**config.mk**
```make
export PLATFORM = sky130hd
export DESIGN_NAME = epf_pwm
export DESIGN_NICKNAME = d
export VERILOG_FILES = /design/src/epf_pkg.sv /design/src/epf_pwm.sv
export SDC_FILE = /design/constraint.sdc
export NUM_CORES = 1
export LEC_CHECK = 0
export ABC_AREA = 1
export BUFFER_PORTS_ARGS = -buffer_cell sky130_fd_sc_hd__buf_4
export CORE_MARGIN = 2
export CORE_UTILIZATION = 45
export DETAILED_ROUTE_END_ITERATION = 10
export PLACE_DENSITY_LB_ADDON = 0.05
export SLEW_MARGIN = 5
export SYNTH_ARGS = -nofsm -noshare
export SYNTH_HDL_FRONTEND = slang
export SYNTH_SLANG_ARGS = --single-unit
export TNS_END_PERCENT = 20
```
**constraint.sdc**
```tcl
create_clock -name sys_clk -period 4 [get_ports sys_clk]
set_input_delay 0.2 -clock sys_clk [delete_from_list [all_inputs] [get_ports sys_clk]]
set_output_delay 0.2 -clock sys_clk [all_outputs]
set_load 0.02 [all_outputs]
```
**src/epf_pkg.sv**
```systemverilog
// Purpose: Shared constants and types for the two-channel PWM block
// Assumes: Byte-wide register port, 4-bit register index
// Notes:   Offsets are register indices on the plain port
package epf_pkg;
  // ******************************************************
  // Register indices
  // ******************************************************
  localparam logic [3:0] CTRL1_OFS     = 4'h0;
  localparam logic [3:0] CTRL2_OFS     = 4'h1;
  localparam logic [3:0] DISMAP_OFS    = 4'h2;
  localparam logic [3:0] FAULTCTL_OFS  = 4'h3;
  localparam logic [3:0] CNT_HI_OFS    = 4'h4;
  localparam logic [3:0] CNT_LO_OFS    = 4'h5;
  localparam logic [3:0] MOD_HI_OFS    = 4'h6;
  localparam logic [3:0] MOD_LO_OFS    = 4'h7;
  localparam logic [3:0] VAL0_HI_OFS   = 4'h8;
  localparam logic [3:0] VAL0_LO_OFS   = 4'h9;
  localparam logic [3:0] VAL1_HI_OFS   = 4'ha;
  localparam logic [3:0] VAL1_LO_OFS   = 4'hb;
  // ******************************************************
  // Field positions
  // ******************************************************
  localparam int EN_BIT     = 0;  // CTRL1 module_enable
  localparam int LOAD_OKAY_BIT   = 1;  // CTRL1 load_okay
  localparam int RFLAG_BIT  = 4;  // CTRL1 reload_flag
  localparam int RIEN_BIT   = 5;  // CTRL1 reload_irq_enable
  localparam int FPOS_BIT   = 6;  // CTRL1 fault pin select, 1 = pin A
  localparam int DIS_LSB    = 0;  // CTRL2 soft_disable_ch1:ch0
  localparam int POL_LSB    = 2;  // CTRL2 channel_polarity_sel
  localparam int PRSC_LSB   = 4;  // CTRL2 prescaler
  localparam int RELOAD_INTERVAL_SEL_LSB   = 6;  // CTRL2 reload_interval_sel
  localparam int FAUTO_BIT  = 0;  // FAULTCTL fault_recovery_auto
  localparam int FIEN_BIT   = 1;  // FAULTCTL fault_irq_enable
  localparam int FAULT_EVENT_FLAG_BIT  = 2;  // FAULTCTL fault_event_flag
  localparam int FAULT_PIN_STATE_BIT   = 3;  // FAULTCTL fault_pin_state
  localparam int FACK_BIT   = 4;  // FAULTCTL fault_acknowledge
  // ******************************************************
  // Reset and limit values
  // ******************************************************
  localparam logic [11:0] CNT_RESET = 12'h000;
  localparam logic [11:0] VAL_MAX   = 12'hfff;
  localparam logic [7:0]  RD_IDLE   = 8'h00;

  typedef struct packed {
    logic [1:0] level;    // Pin levels
    logic [1:0] oeN;      // Low while the pin is driven
  } epf_pins_s;
endpackage

```
**src/epf_pwm.sv**
```systemverilog
// Purpose: Two-channel edge-aligned PWM with fault protection
// Assumes: Inputs synchronous to sys_clk except the fault pins
// Notes:   Summary of operation below
// Summary of operation
// - Positive polarity drives output high when active
// - Disabled channel forced inactive, generator keeps running
// - Fault interrupt output separate from reload interrupt
// - Fault disables only channels with map set
// - Recovery mode bit selects automatic or manual
// - Mapped fault disables outputs combinationally, at once
// - Fault pin selectable, pins stay shared
// - Auto: re-enable after fault low, new cycle
// - Auto: flag clearing does not re-enable outputs
// - Pin-state bit always shows fault level
// - Rising fault edge sets flag; write-1 clears
// - Fault irq latch: set, ack, enable clear
// - Manual: flag cleared and fault low at cycle
// - Soft disable immediate, released at new cycle
// - Enable: immediate reload, flag, irq, drive pins
// - Fresh enable uses zero values, last modulus
// - Disable: tristate, counter cleared, generator zero
// - Wait mode: clocks run, interrupts wake
// - Stop mode: freeze, outputs zero, keep state
// - High byte read latches counter low byte
// - Buffered 12-bit modulus, not reset
// - Zero modulus counts down from maximum
// - Polarity bit one is positive
// - Map bit one lets fault disable channel
//
// Design decisions made here: the address-and-strobe port and the register addresses.
`timescale 1ns/1ps
module epf_pwm
  import epf_pkg::*;
#(
  parameter int CNT_W = 12
)(
  input  wire logic       sys_clk,
  input  wire logic       rst_n,
  input  wire logic [3:0] regAddr,
  input  wire logic [7:0] regWrData,
  input  wire logic       regWr,
  input  wire logic       regRd,
  output logic      [7:0] regRdData,
  input  wire logic       faultPinA,
  input  wire logic       faultPinB,
  input  wire logic       stopMode,
  output epf_pins_s       pins,
  output logic            faultIrq,
  output logic            reloadIrq,
  output logic            wakeReq
);
  // Elaboration check: the register map only serves 12 bits
  if (CNT_W != 12)
  begin
    $error("Counter width must be 12");
  end

  // ******************************************************
  // State
  // ******************************************************
  typedef struct packed {
    logic [2:0]  presc;
    logic [11:0] cnt;
    logic [2:0]  cycCnt;
    logic        en;
    logic        load_okay;
    logic        rflag;
    logic        rArm;
    logic        rien;
    logic        fpos;
    logic [1:0]  dis;
    logic [1:0]  pol;
    logic [1:0]  prscBuf;
    logic [1:0]  prscAct;
    logic [1:0]  ldfqBuf;
    logic [1:0]  ldfqAct;
    logic [1:0]  map;
    logic        mapLocked;
    logic        fauto;
    logic        fien;
    logic        fault_event_flag;
    logic        firq;
    logic        fSync1;
    logic        fSync2;
    logic        fPrev;
    logic [1:0]  faultLat;
    logic [1:0]  swLat;
    logic [15:0] val0Buf;
    logic [15:0] val1Buf;
    logic [11:0] val0Act;
    logic [11:0] val1Act;
    logic [7:0]  cntLo;
    logic        loHeld;
    logic [7:0]  rdData;
    logic [1:0]  level;
    logic [1:0]  oeN;
    logic        stopped;
    logic        faultIrqOut;
    logic        reloadIrqOut;
    logic        wakeOut;
  } epf_state_s;

  epf_state_s s_q;
  epf_state_s s_d;
  // Modulus has no reset: zero is legal and counts down from maximum, so none is forced
  logic [11:0] modBuf_q;
  logic [11:0] modBuf_d;
  logic [11:0] modAct_q;
  logic [11:0] modAct_d;

  // ******************************************************
  // Helpers
  // ******************************************************
  function automatic logic [2:0] powMask(input logic [1:0] sel);
    unique case (sel)
      2'h0: powMask = 3'h0;
      2'h1: powMask = 3'h1;
      2'h2: powMask = 3'h3;
      2'h3: powMask = 3'h7;
    endcase
  endfunction

  // Clamp signed 16-bit duty value to the 12-bit range
  function automatic logic [11:0] clampVal(input logic [15:0] v);
    if (v[15])
      clampVal = CNT_RESET;
    else if (v[14:12] != 3'h0)
      clampVal = VAL_MAX;
    else
      clampVal = v[11:0];
  endfunction

  logic       faultRaw;
  logic [1:0] chOff;

  assign faultRaw = s_q.fpos ? faultPinA : faultPinB;

  // ******************************************************
  // Next state
  // ******************************************************
  logic        tick;
  logic        cycEnd;
  logic        reload;
  logic        fRise;
  logic        wr;
  logic [11:0] vAct [2];

  always_comb
  begin
    s_d      = s_q;
    modBuf_d = modBuf_q;
    modAct_d = modAct_q;
    wr       = regWr && !regRd;
    vAct[0]  = s_q.val0Act;
    vAct[1]  = s_q.val1Act;
    s_d.stopped = stopMode;
    // Synchroniser; only the second stage feeds the edge detect
    s_d.fSync1 = faultRaw;
    s_d.fSync2 = s_q.fSync1;
    s_d.fPrev  = s_q.fSync2;
    fRise  = s_q.fSync2 && !s_q.fPrev;
    tick   = s_q.en && !stopMode && s_q.presc == powMask(s_q.prscAct);
    if (modAct_q == 12'h000)
      cycEnd = tick && s_q.cnt == 12'h000;
    else
      cycEnd = tick && s_q.cnt >= modAct_q;
    reload = cycEnd && s_q.cycCnt == powMask(s_q.ldfqAct);

    // Counter and prescaler; frozen in stop mode
    if (!s_q.en)
    begin
      s_d.presc  = 3'h0;
      s_d.cnt    = CNT_RESET;
      s_d.cycCnt = 3'h0;
    end
    else if (!stopMode)
    begin
      s_d.presc = tick ? 3'h0 : s_q.presc + 3'h1;
      if (tick)
      begin
        if (modAct_q == 12'h000)
          s_d.cnt = s_q.cnt - 12'h001;
        else
          s_d.cnt = cycEnd ? 12'h001 : s_q.cnt + 12'h001;
      end
      if (cycEnd)
        s_d.cycCnt = reload ? 3'h0 : s_q.cycCnt + 3'h1;
    end

    // Bus writes
    if (wr)
    begin
      unique case (regAddr)
        CTRL1_OFS:
        begin
          s_d.en   = regWrData[EN_BIT];
          s_d.load_okay = regWrData[LOAD_OKAY_BIT];
          s_d.rien = regWrData[RIEN_BIT];
          s_d.fpos = regWrData[FPOS_BIT];
          if (!regWrData[RFLAG_BIT] && s_q.rArm)
            s_d.rflag = 1'b0;
        end
        CTRL2_OFS:
        begin
          s_d.dis     = regWrData[DIS_LSB+:2];
          s_d.pol     = regWrData[POL_LSB+:2];
          s_d.prscBuf = regWrData[PRSC_LSB+:2];
          s_d.ldfqBuf = regWrData[RELOAD_INTERVAL_SEL_LSB+:2];
        end
        DISMAP_OFS:
          if (!s_q.mapLocked)
          begin
            s_d.map       = regWrData[1:0];
            s_d.mapLocked = 1'b1;
          end
        FAULTCTL_OFS:
        begin
          s_d.fauto = regWrData[FAUTO_BIT];
          s_d.fien  = regWrData[FIEN_BIT];
          if (regWrData[FACK_BIT])
          begin
            s_d.fault_event_flag = 1'b0;
            s_d.firq  = 1'b0;
          end
        end
        MOD_HI_OFS:   modBuf_d[11:8] = regWrData[3:0];
        MOD_LO_OFS:   modBuf_d[7:0]  = regWrData;
        VAL0_HI_OFS:  s_d.val0Buf[15:8] = regWrData;
        VAL0_LO_OFS:  s_d.val0Buf[7:0]  = regWrData;
        VAL1_HI_OFS:  s_d.val1Buf[15:8] = regWrData;
        VAL1_LO_OFS:  s_d.val1Buf[7:0]  = regWrData;
        default:      ;
      endcase
    end
    if (!s_d.fien)
      s_d.firq = 1'b0;

    // Reload: on cycle boundary or enable going high
    if (reload || (s_d.en && !s_q.en))
    begin
      s_d.rflag   = 1'b1;
      s_d.rArm    = 1'b0;
      s_d.ldfqAct = s_q.ldfqBuf;
      if (s_q.load_okay)
      begin
        modAct_d    = modBuf_q;
        s_d.prscAct = s_q.prscBuf;
        s_d.val0Act = clampVal(s_q.val0Buf);
        s_d.val1Act = clampVal(s_q.val1Buf);
        s_d.load_okay    = 1'b0;
      end
    end
    else if (regRd && regAddr == CTRL1_OFS && s_q.rflag)
      s_d.rArm = 1'b1;

    // Fault event flag; set wins over the acknowledge
    if (fRise)
    begin
      s_d.fault_event_flag = 1'b1;
      if (s_d.fien)
        s_d.firq = 1'b1;
    end

    // Disable latches, released only at a new cycle
    for (int i = 0; i < 2; i++)
    begin
      if (s_q.fSync2 && s_q.map[i])
        s_d.faultLat[i] = 1'b1;
      else if (cycEnd && !s_q.fSync2)
      begin
        if (s_q.fauto || !s_q.fault_event_flag)
          s_d.faultLat[i] = 1'b0;
      end
      if (s_q.dis[i])
        s_d.swLat[i] = 1'b1;
      else if (cycEnd)
        s_d.swLat[i] = 1'b0;
      // Generator output; forced to zero while disabled
      if (!s_d.en)
        s_d.level[i] = 1'b0;
      else if (!stopMode)
        s_d.level[i] = s_d.cnt != 12'h000
                       && s_d.cnt <= vAct[i];
      s_d.oeN[i] = !s_d.en;
    end

    // Counter read latching
    if (regRd && regAddr == CNT_HI_OFS)
    begin
      s_d.cntLo  = s_q.cnt[7:0];
      s_d.loHeld = 1'b1;
    end
    else if (regRd && regAddr == CNT_LO_OFS)
      s_d.loHeld = 1'b0;

    // Read data stands one cycle only
    s_d.rdData = RD_IDLE;
    if (regRd)
    begin
      unique case (regAddr)
        CTRL1_OFS:
        begin
          s_d.rdData[EN_BIT]    = s_q.en;
          s_d.rdData[LOAD_OKAY_BIT]  = s_q.load_okay;
          s_d.rdData[RFLAG_BIT] = s_q.rflag;
          s_d.rdData[RIEN_BIT]  = s_q.rien;
          s_d.rdData[FPOS_BIT]  = s_q.fpos;
        end
        CTRL2_OFS:
          s_d.rdData = {s_q.ldfqBuf, s_q.prscBuf, s_q.pol, s_q.dis};
        DISMAP_OFS:   s_d.rdData = {6'h00, s_q.map};
        FAULTCTL_OFS:
        begin
          s_d.rdData[FAUTO_BIT] = s_q.fauto;
          s_d.rdData[FIEN_BIT]  = s_q.fien;
          s_d.rdData[FAULT_EVENT_FLAG_BIT] = s_q.fault_event_flag;
          s_d.rdData[FAULT_PIN_STATE_BIT]  = s_q.fSync2;
        end
        CNT_HI_OFS:   s_d.rdData = {4'h0, s_q.cnt[11:8]};
        CNT_LO_OFS:
          s_d.rdData = s_q.loHeld ? s_q.cntLo : s_q.cnt[7:0];
        MOD_HI_OFS:   s_d.rdData = {4'h0, modBuf_q[11:8]};
        MOD_LO_OFS:   s_d.rdData = modBuf_q[7:0];
        VAL0_HI_OFS:  s_d.rdData = s_q.val0Buf[15:8];
        VAL0_LO_OFS:  s_d.rdData = s_q.val0Buf[7:0];
        VAL1_HI_OFS:  s_d.rdData = s_q.val1Buf[15:8];
        VAL1_LO_OFS:  s_d.rdData = s_q.val1Buf[7:0];
        default:      s_d.rdData = RD_IDLE;
      endcase
    end

    // Interrupt outputs; disable keeps pending requests
    s_d.faultIrqOut  = s_d.firq;
    s_d.reloadIrqOut = s_d.rflag && s_d.rien;
    s_d.wakeOut      = s_d.firq || (s_d.rflag && s_d.rien);
  end

  // ******************************************************
  // Registers
  // ******************************************************
  always_ff @(posedge sys_clk or negedge rst_n)
  begin
    if (!rst_n)
    begin
      s_q     <= '0;
      s_q.oeN <= 2'h3;
    end
    else
      s_q <= s_d;
  end

  always_ff @(posedge sys_clk)
  begin
    modBuf_q <= modBuf_d;
    modAct_q <= modAct_d;
  end

  // ******************************************************
  // Outputs
  // ******************************************************
  // Fault gating is combinational so a trip never waits a clock
  always_comb
  begin
    for (int i = 0; i < 2; i++)
    begin
      chOff[i] = s_q.swLat[i] || s_q.dis[i] || s_q.faultLat[i]
                 || (faultRaw && s_q.map[i]);
      if (s_q.stopped)
        pins.level[i] = 1'b0;
      else if (chOff[i])
        pins.level[i] = !s_q.pol[i];
      else
        pins.level[i] = s_q.pol[i] ? s_q.level[i]
                                   : !s_q.level[i];
    end
    pins.oeN = s_q.oeN;
  end

  assign regRdData = s_q.rdData;
  assign faultIrq  = s_q.faultIrqOut;
  assign reloadIrq = s_q.reloadIrqOut;
  assign wakeReq   = s_q.wakeOut;
endmodule

```
==> impl_metrics.yaml <==
detailed_routing:
  dr.first_iter.drc_count: 614
  ant_nets: 0
  remaining_drc_errors: 0
  dr.pass1.iters: 5
  drt_wl_total_mm: 23.72
  vias: 6781
  post_drt_wl_per_cell_um: 18.32
  viasPerCell: 5.236
critical_path:
  ff2ff_setup_slack_ns: 0.59
  end_kind: "register"
  crit_buf_inv: 2
  r2r_start: "s_q[126]$_DFF_PN0_"
  cp_slowest_stage_delay_ns: 0.53
  cp_common_cell: "nand2_1"
  worstPathCellList: "ha_1, nand2_1, nor2_1, and2_1, nand2_1, nand4_2, nand3_2, nand2_1, nand2_1, nand2_1, inv_1, ha_1, nand2_1, inv_1, nand3_1, nor3_1, nand2_1, o2111ai_1, a21oi_1, nand2_1, nand2_1"
  cp_slowest_cell: "dfrtp_1"
  reg2reg_depth: 21
  startpoint_type: "register"
  cp_max_fo: 11
  cp.arrival_ns: 3.73
  crit_type: "register to register"
  cp.required_ns: 4.32
  regToRegEndpoint: "s_q[7]$_DFFE_PN0P_"
  crit_family: "simple AND/OR/NAND/NOR gates"
die:
  ioPinCount: 34
  die_area_um2: 19860
  initial_core_util_pct: 45.41
  core-area_um2: 18580
  die_x_um: 140.9
  die_y_um: 140.9
  std_cell_rows: 50
layout:
  fill_cells: 1827
  final_area_um2: 9500
  antennaDiodeCount: 0
  fin_nets: 1107
  finalNonFillerCells: 1295
  final_common_cell: "nand2_1"
  fin_util_pct: 51.13
  drive_above_1_share_pct: 14.80
  final_cell_mix: "nand2_1, inv_1, dfrtp_1"
  area_growth_pct: 12.59
global_routing:
  grt_overflow: 0
  grt_max_degree: 75
  grt_pass1_wl_mm: 37.89
  grt_pass1_vias: 6663
  antenna_found_initial: 0
  grt_usage_pct: 25.30
synthesis:
  yosys_register_bits: 153
  synth_mux_area_share_pct: 0
  synth-compound-area-share_pct: 16.09
  synth_edf_count: 24
  synth_nets: 1075
  synth_xor_area_share_pct: 0.5190
  async_reset_ff_share_pct: 84.31
  syn_inst: 1016
  synth_simple_gate_area_share_pct: 21.41
  synth_top_family_by_area: "simple AND/OR/NAND/NOR gates"
  synth_cell_types: 50
  synth_seq_area_share_pct: 46.81
  avgSynthCellArea_um2: 8.305
  synth_adder_area_share_pct: 5.931
  yosysWarnings: 0
  netlist_area_um2: 8438
  ys.flop_type: "dfrtp_1"
flow_run:
  maxCapViolations: 0
cts:
  cts_resized: 0
  root_buffer: "clkbuf_16"
  cts_buffers: 17
  htreeDepth: 4
  clock_path_buffers: 2
  cts_tree: "built"
  clkTransAtPathRegs_ns: 0.08
  clk_latency_ns: 0.44
  clkSinkCount: 153
min_path:
  whs_endpoint: "regRdData[0]$_DFF_PN0_"
  hold_depth: 3
  hp-start: "regRd"
  hold_path.class: "input port to register"
timing:
  hold_viol: 0
  fin_tns_setup_ns: 0
  finalSetupViolCount: 0
  slew_violations: 0
  tightest_slew_ns: 0.7345
  clock_skew_ns: 0.01663
  fin_ws_ns: 0.5941
  min_period_ns: 3.406
  hold_slack_ns: 0.03897
  max_freq_ghz: 0.2936
  rsz0062_at_grt: "false"
  post-route-period-util_pct: 85.15
  relSlewSlack_pct: 50.86
power:
  p_leak_nw: 4.594
  ir_drop_uv: 294.7
  power.total_mw: 4.865
  power_density_nw_per_um2: 512.1
placement:
  gp_congestion: 0.9046
  preCtsSetupSlack_ns: 0.6558
  numPortBuffers: 33
  placedCellCount: 1253
  dp_hpwl_mm: 17.97
  placed_cell_area_um2: 8798
outcome:
  status: "finished, final reports clean"
## registers in the layout, summed over array words and instances, names as in the netlist
register and cells:
wakeReq 1, s_d 2, pins 1, faultIrq 1, modBuf_q 12, reloadIrq 1
modAct_q 12, s_q 115, regRdData 8
## Yosys cell counts, types with 5 or more instances
| cell | number | area (µm²) |
|---|---|---|
| nand3_1 | 32 | 160.2 |
| a221oi_1 | 11 | 96.34 |
| nor2_1 | 78 | 292.8 |
| nand4_1 | 15 | 93.84 |
| inv_1 | 128 | 480.5 |
| nand2_1 | 246 | 923.4 |
| o21ai_2 | 27 | 236.5 |
| a21oi_1 | 37 | 185.2 |
| buf_6 | 6 | 67.56 |
| inv_2 | 16 | 60.06 |
| nor3_1 | 8 | 40.04 |
| nor2_4 | 5 | 56.30 |
| dfrtp_1 | 128 | 3203 |
| o21ai_0 | 112 | 560.5 |
| buf_4 | 12 | 90.09 |
| ha_1 | 40 | 500.5 |
| edfxtp_1 | 24 | 720.7 |
| clkbuf_1 | 14 | 52.55 |
| nand2_2 | 21 | 131.4 |
## cell type report
class                      count  area (µm²)  share of cell area [%]
timing repair buffer          49       396.6                   4.175
inverter                     146       550.5                   5.795
multi-input combinational    681        3709                   39.04
clock buffer                  18       450.4                   4.741
tap                          234       292.8                   3.082
clock inverter                14       151.4                   1.594
sequential                   153        3950                   41.58
## report_power, final
part           switching (mW)  internal [mW]  leakage (nW)
sequential              0.229           1.83          1.88
clock                   0.780          0.871         0.298
combinational           0.740          0.412          2.41
## metal layers
| layer | vias to the layer above | GRT usage (%) | routed length, µm |
|---|---|---|---|
| met5 | - | 0 | 0 |
| met4 | 0 | 8.684 | 635 |
| met3 | 39 | 4.382 | 1116 |
| met2 | 188 | 38.38 | 10480 |
| met1 | 3163 | 36.84 | 11480 |
| li1 | 3391 | - | - |
## how the worst max path moves through the flow
stage / cells past startpoint / start / end
after floorplan: 22 / s_q[127]$_DFF_PN0_ / s_q[7]$_DFFE_PN0P_
after global placement: 21 / s_q[124]$_DFF_PN0_ / s_q[7]$_DFFE_PN0P_
final: 21 / s_q[126]$_DFF_PN0_ / s_q[7]$_DFFE_PN0P_
after detailed placement: 21 / s_q[126]$_DFF_PN0_ / s_q[7]$_DFFE_PN0P_
after global routing: 21 / s_q[126]$_DFF_PN0_ / s_q[7]$_DFFE_PN0P_
after CTS: 21 / s_q[126]$_DFF_PN0_ / s_q[7]$_DFFE_PN0P_
## what timing repair did
| item | in CTS | in global routing |
|---|---|---|
| hold buffers | 10 | 0 |
| buffers inserted | 0 | 0 |
| endpoints found under the hold margin | 85 | 0 |
## logic make-up (layout without fill, tap and decap cells)
family	after synthesis	after routing
flops	153	153
compound gates	219	219
fa+ha+maj	40	40
simple gates	417	417
xor+xnor	5	5
buf+inv	182	227
## worst reg2reg max path: stages, from the launching register on
cell	delay, ns
dfrtp_1	0.53
ha_1	0.36
nand2_1	0.07
nor2_1	0.16
and2_1	0.14
nand2_1	0.06
nand4_2	0.12
nand3_2	0.27
nand2_1	0.18
nand2_1	0.07
nand2_1	0.08
inv_1	0.10
ha_1	0.28
nand2_1	0.07
inv_1	0.08
nand3_1	0.08
nor3_1	0.20
nand2_1	0.11
o2111ai_1	0.10
a21oi_1	0.11
nand2_1	0.08
nand2_1	0.06
Power figures use the tool's default switching activity.
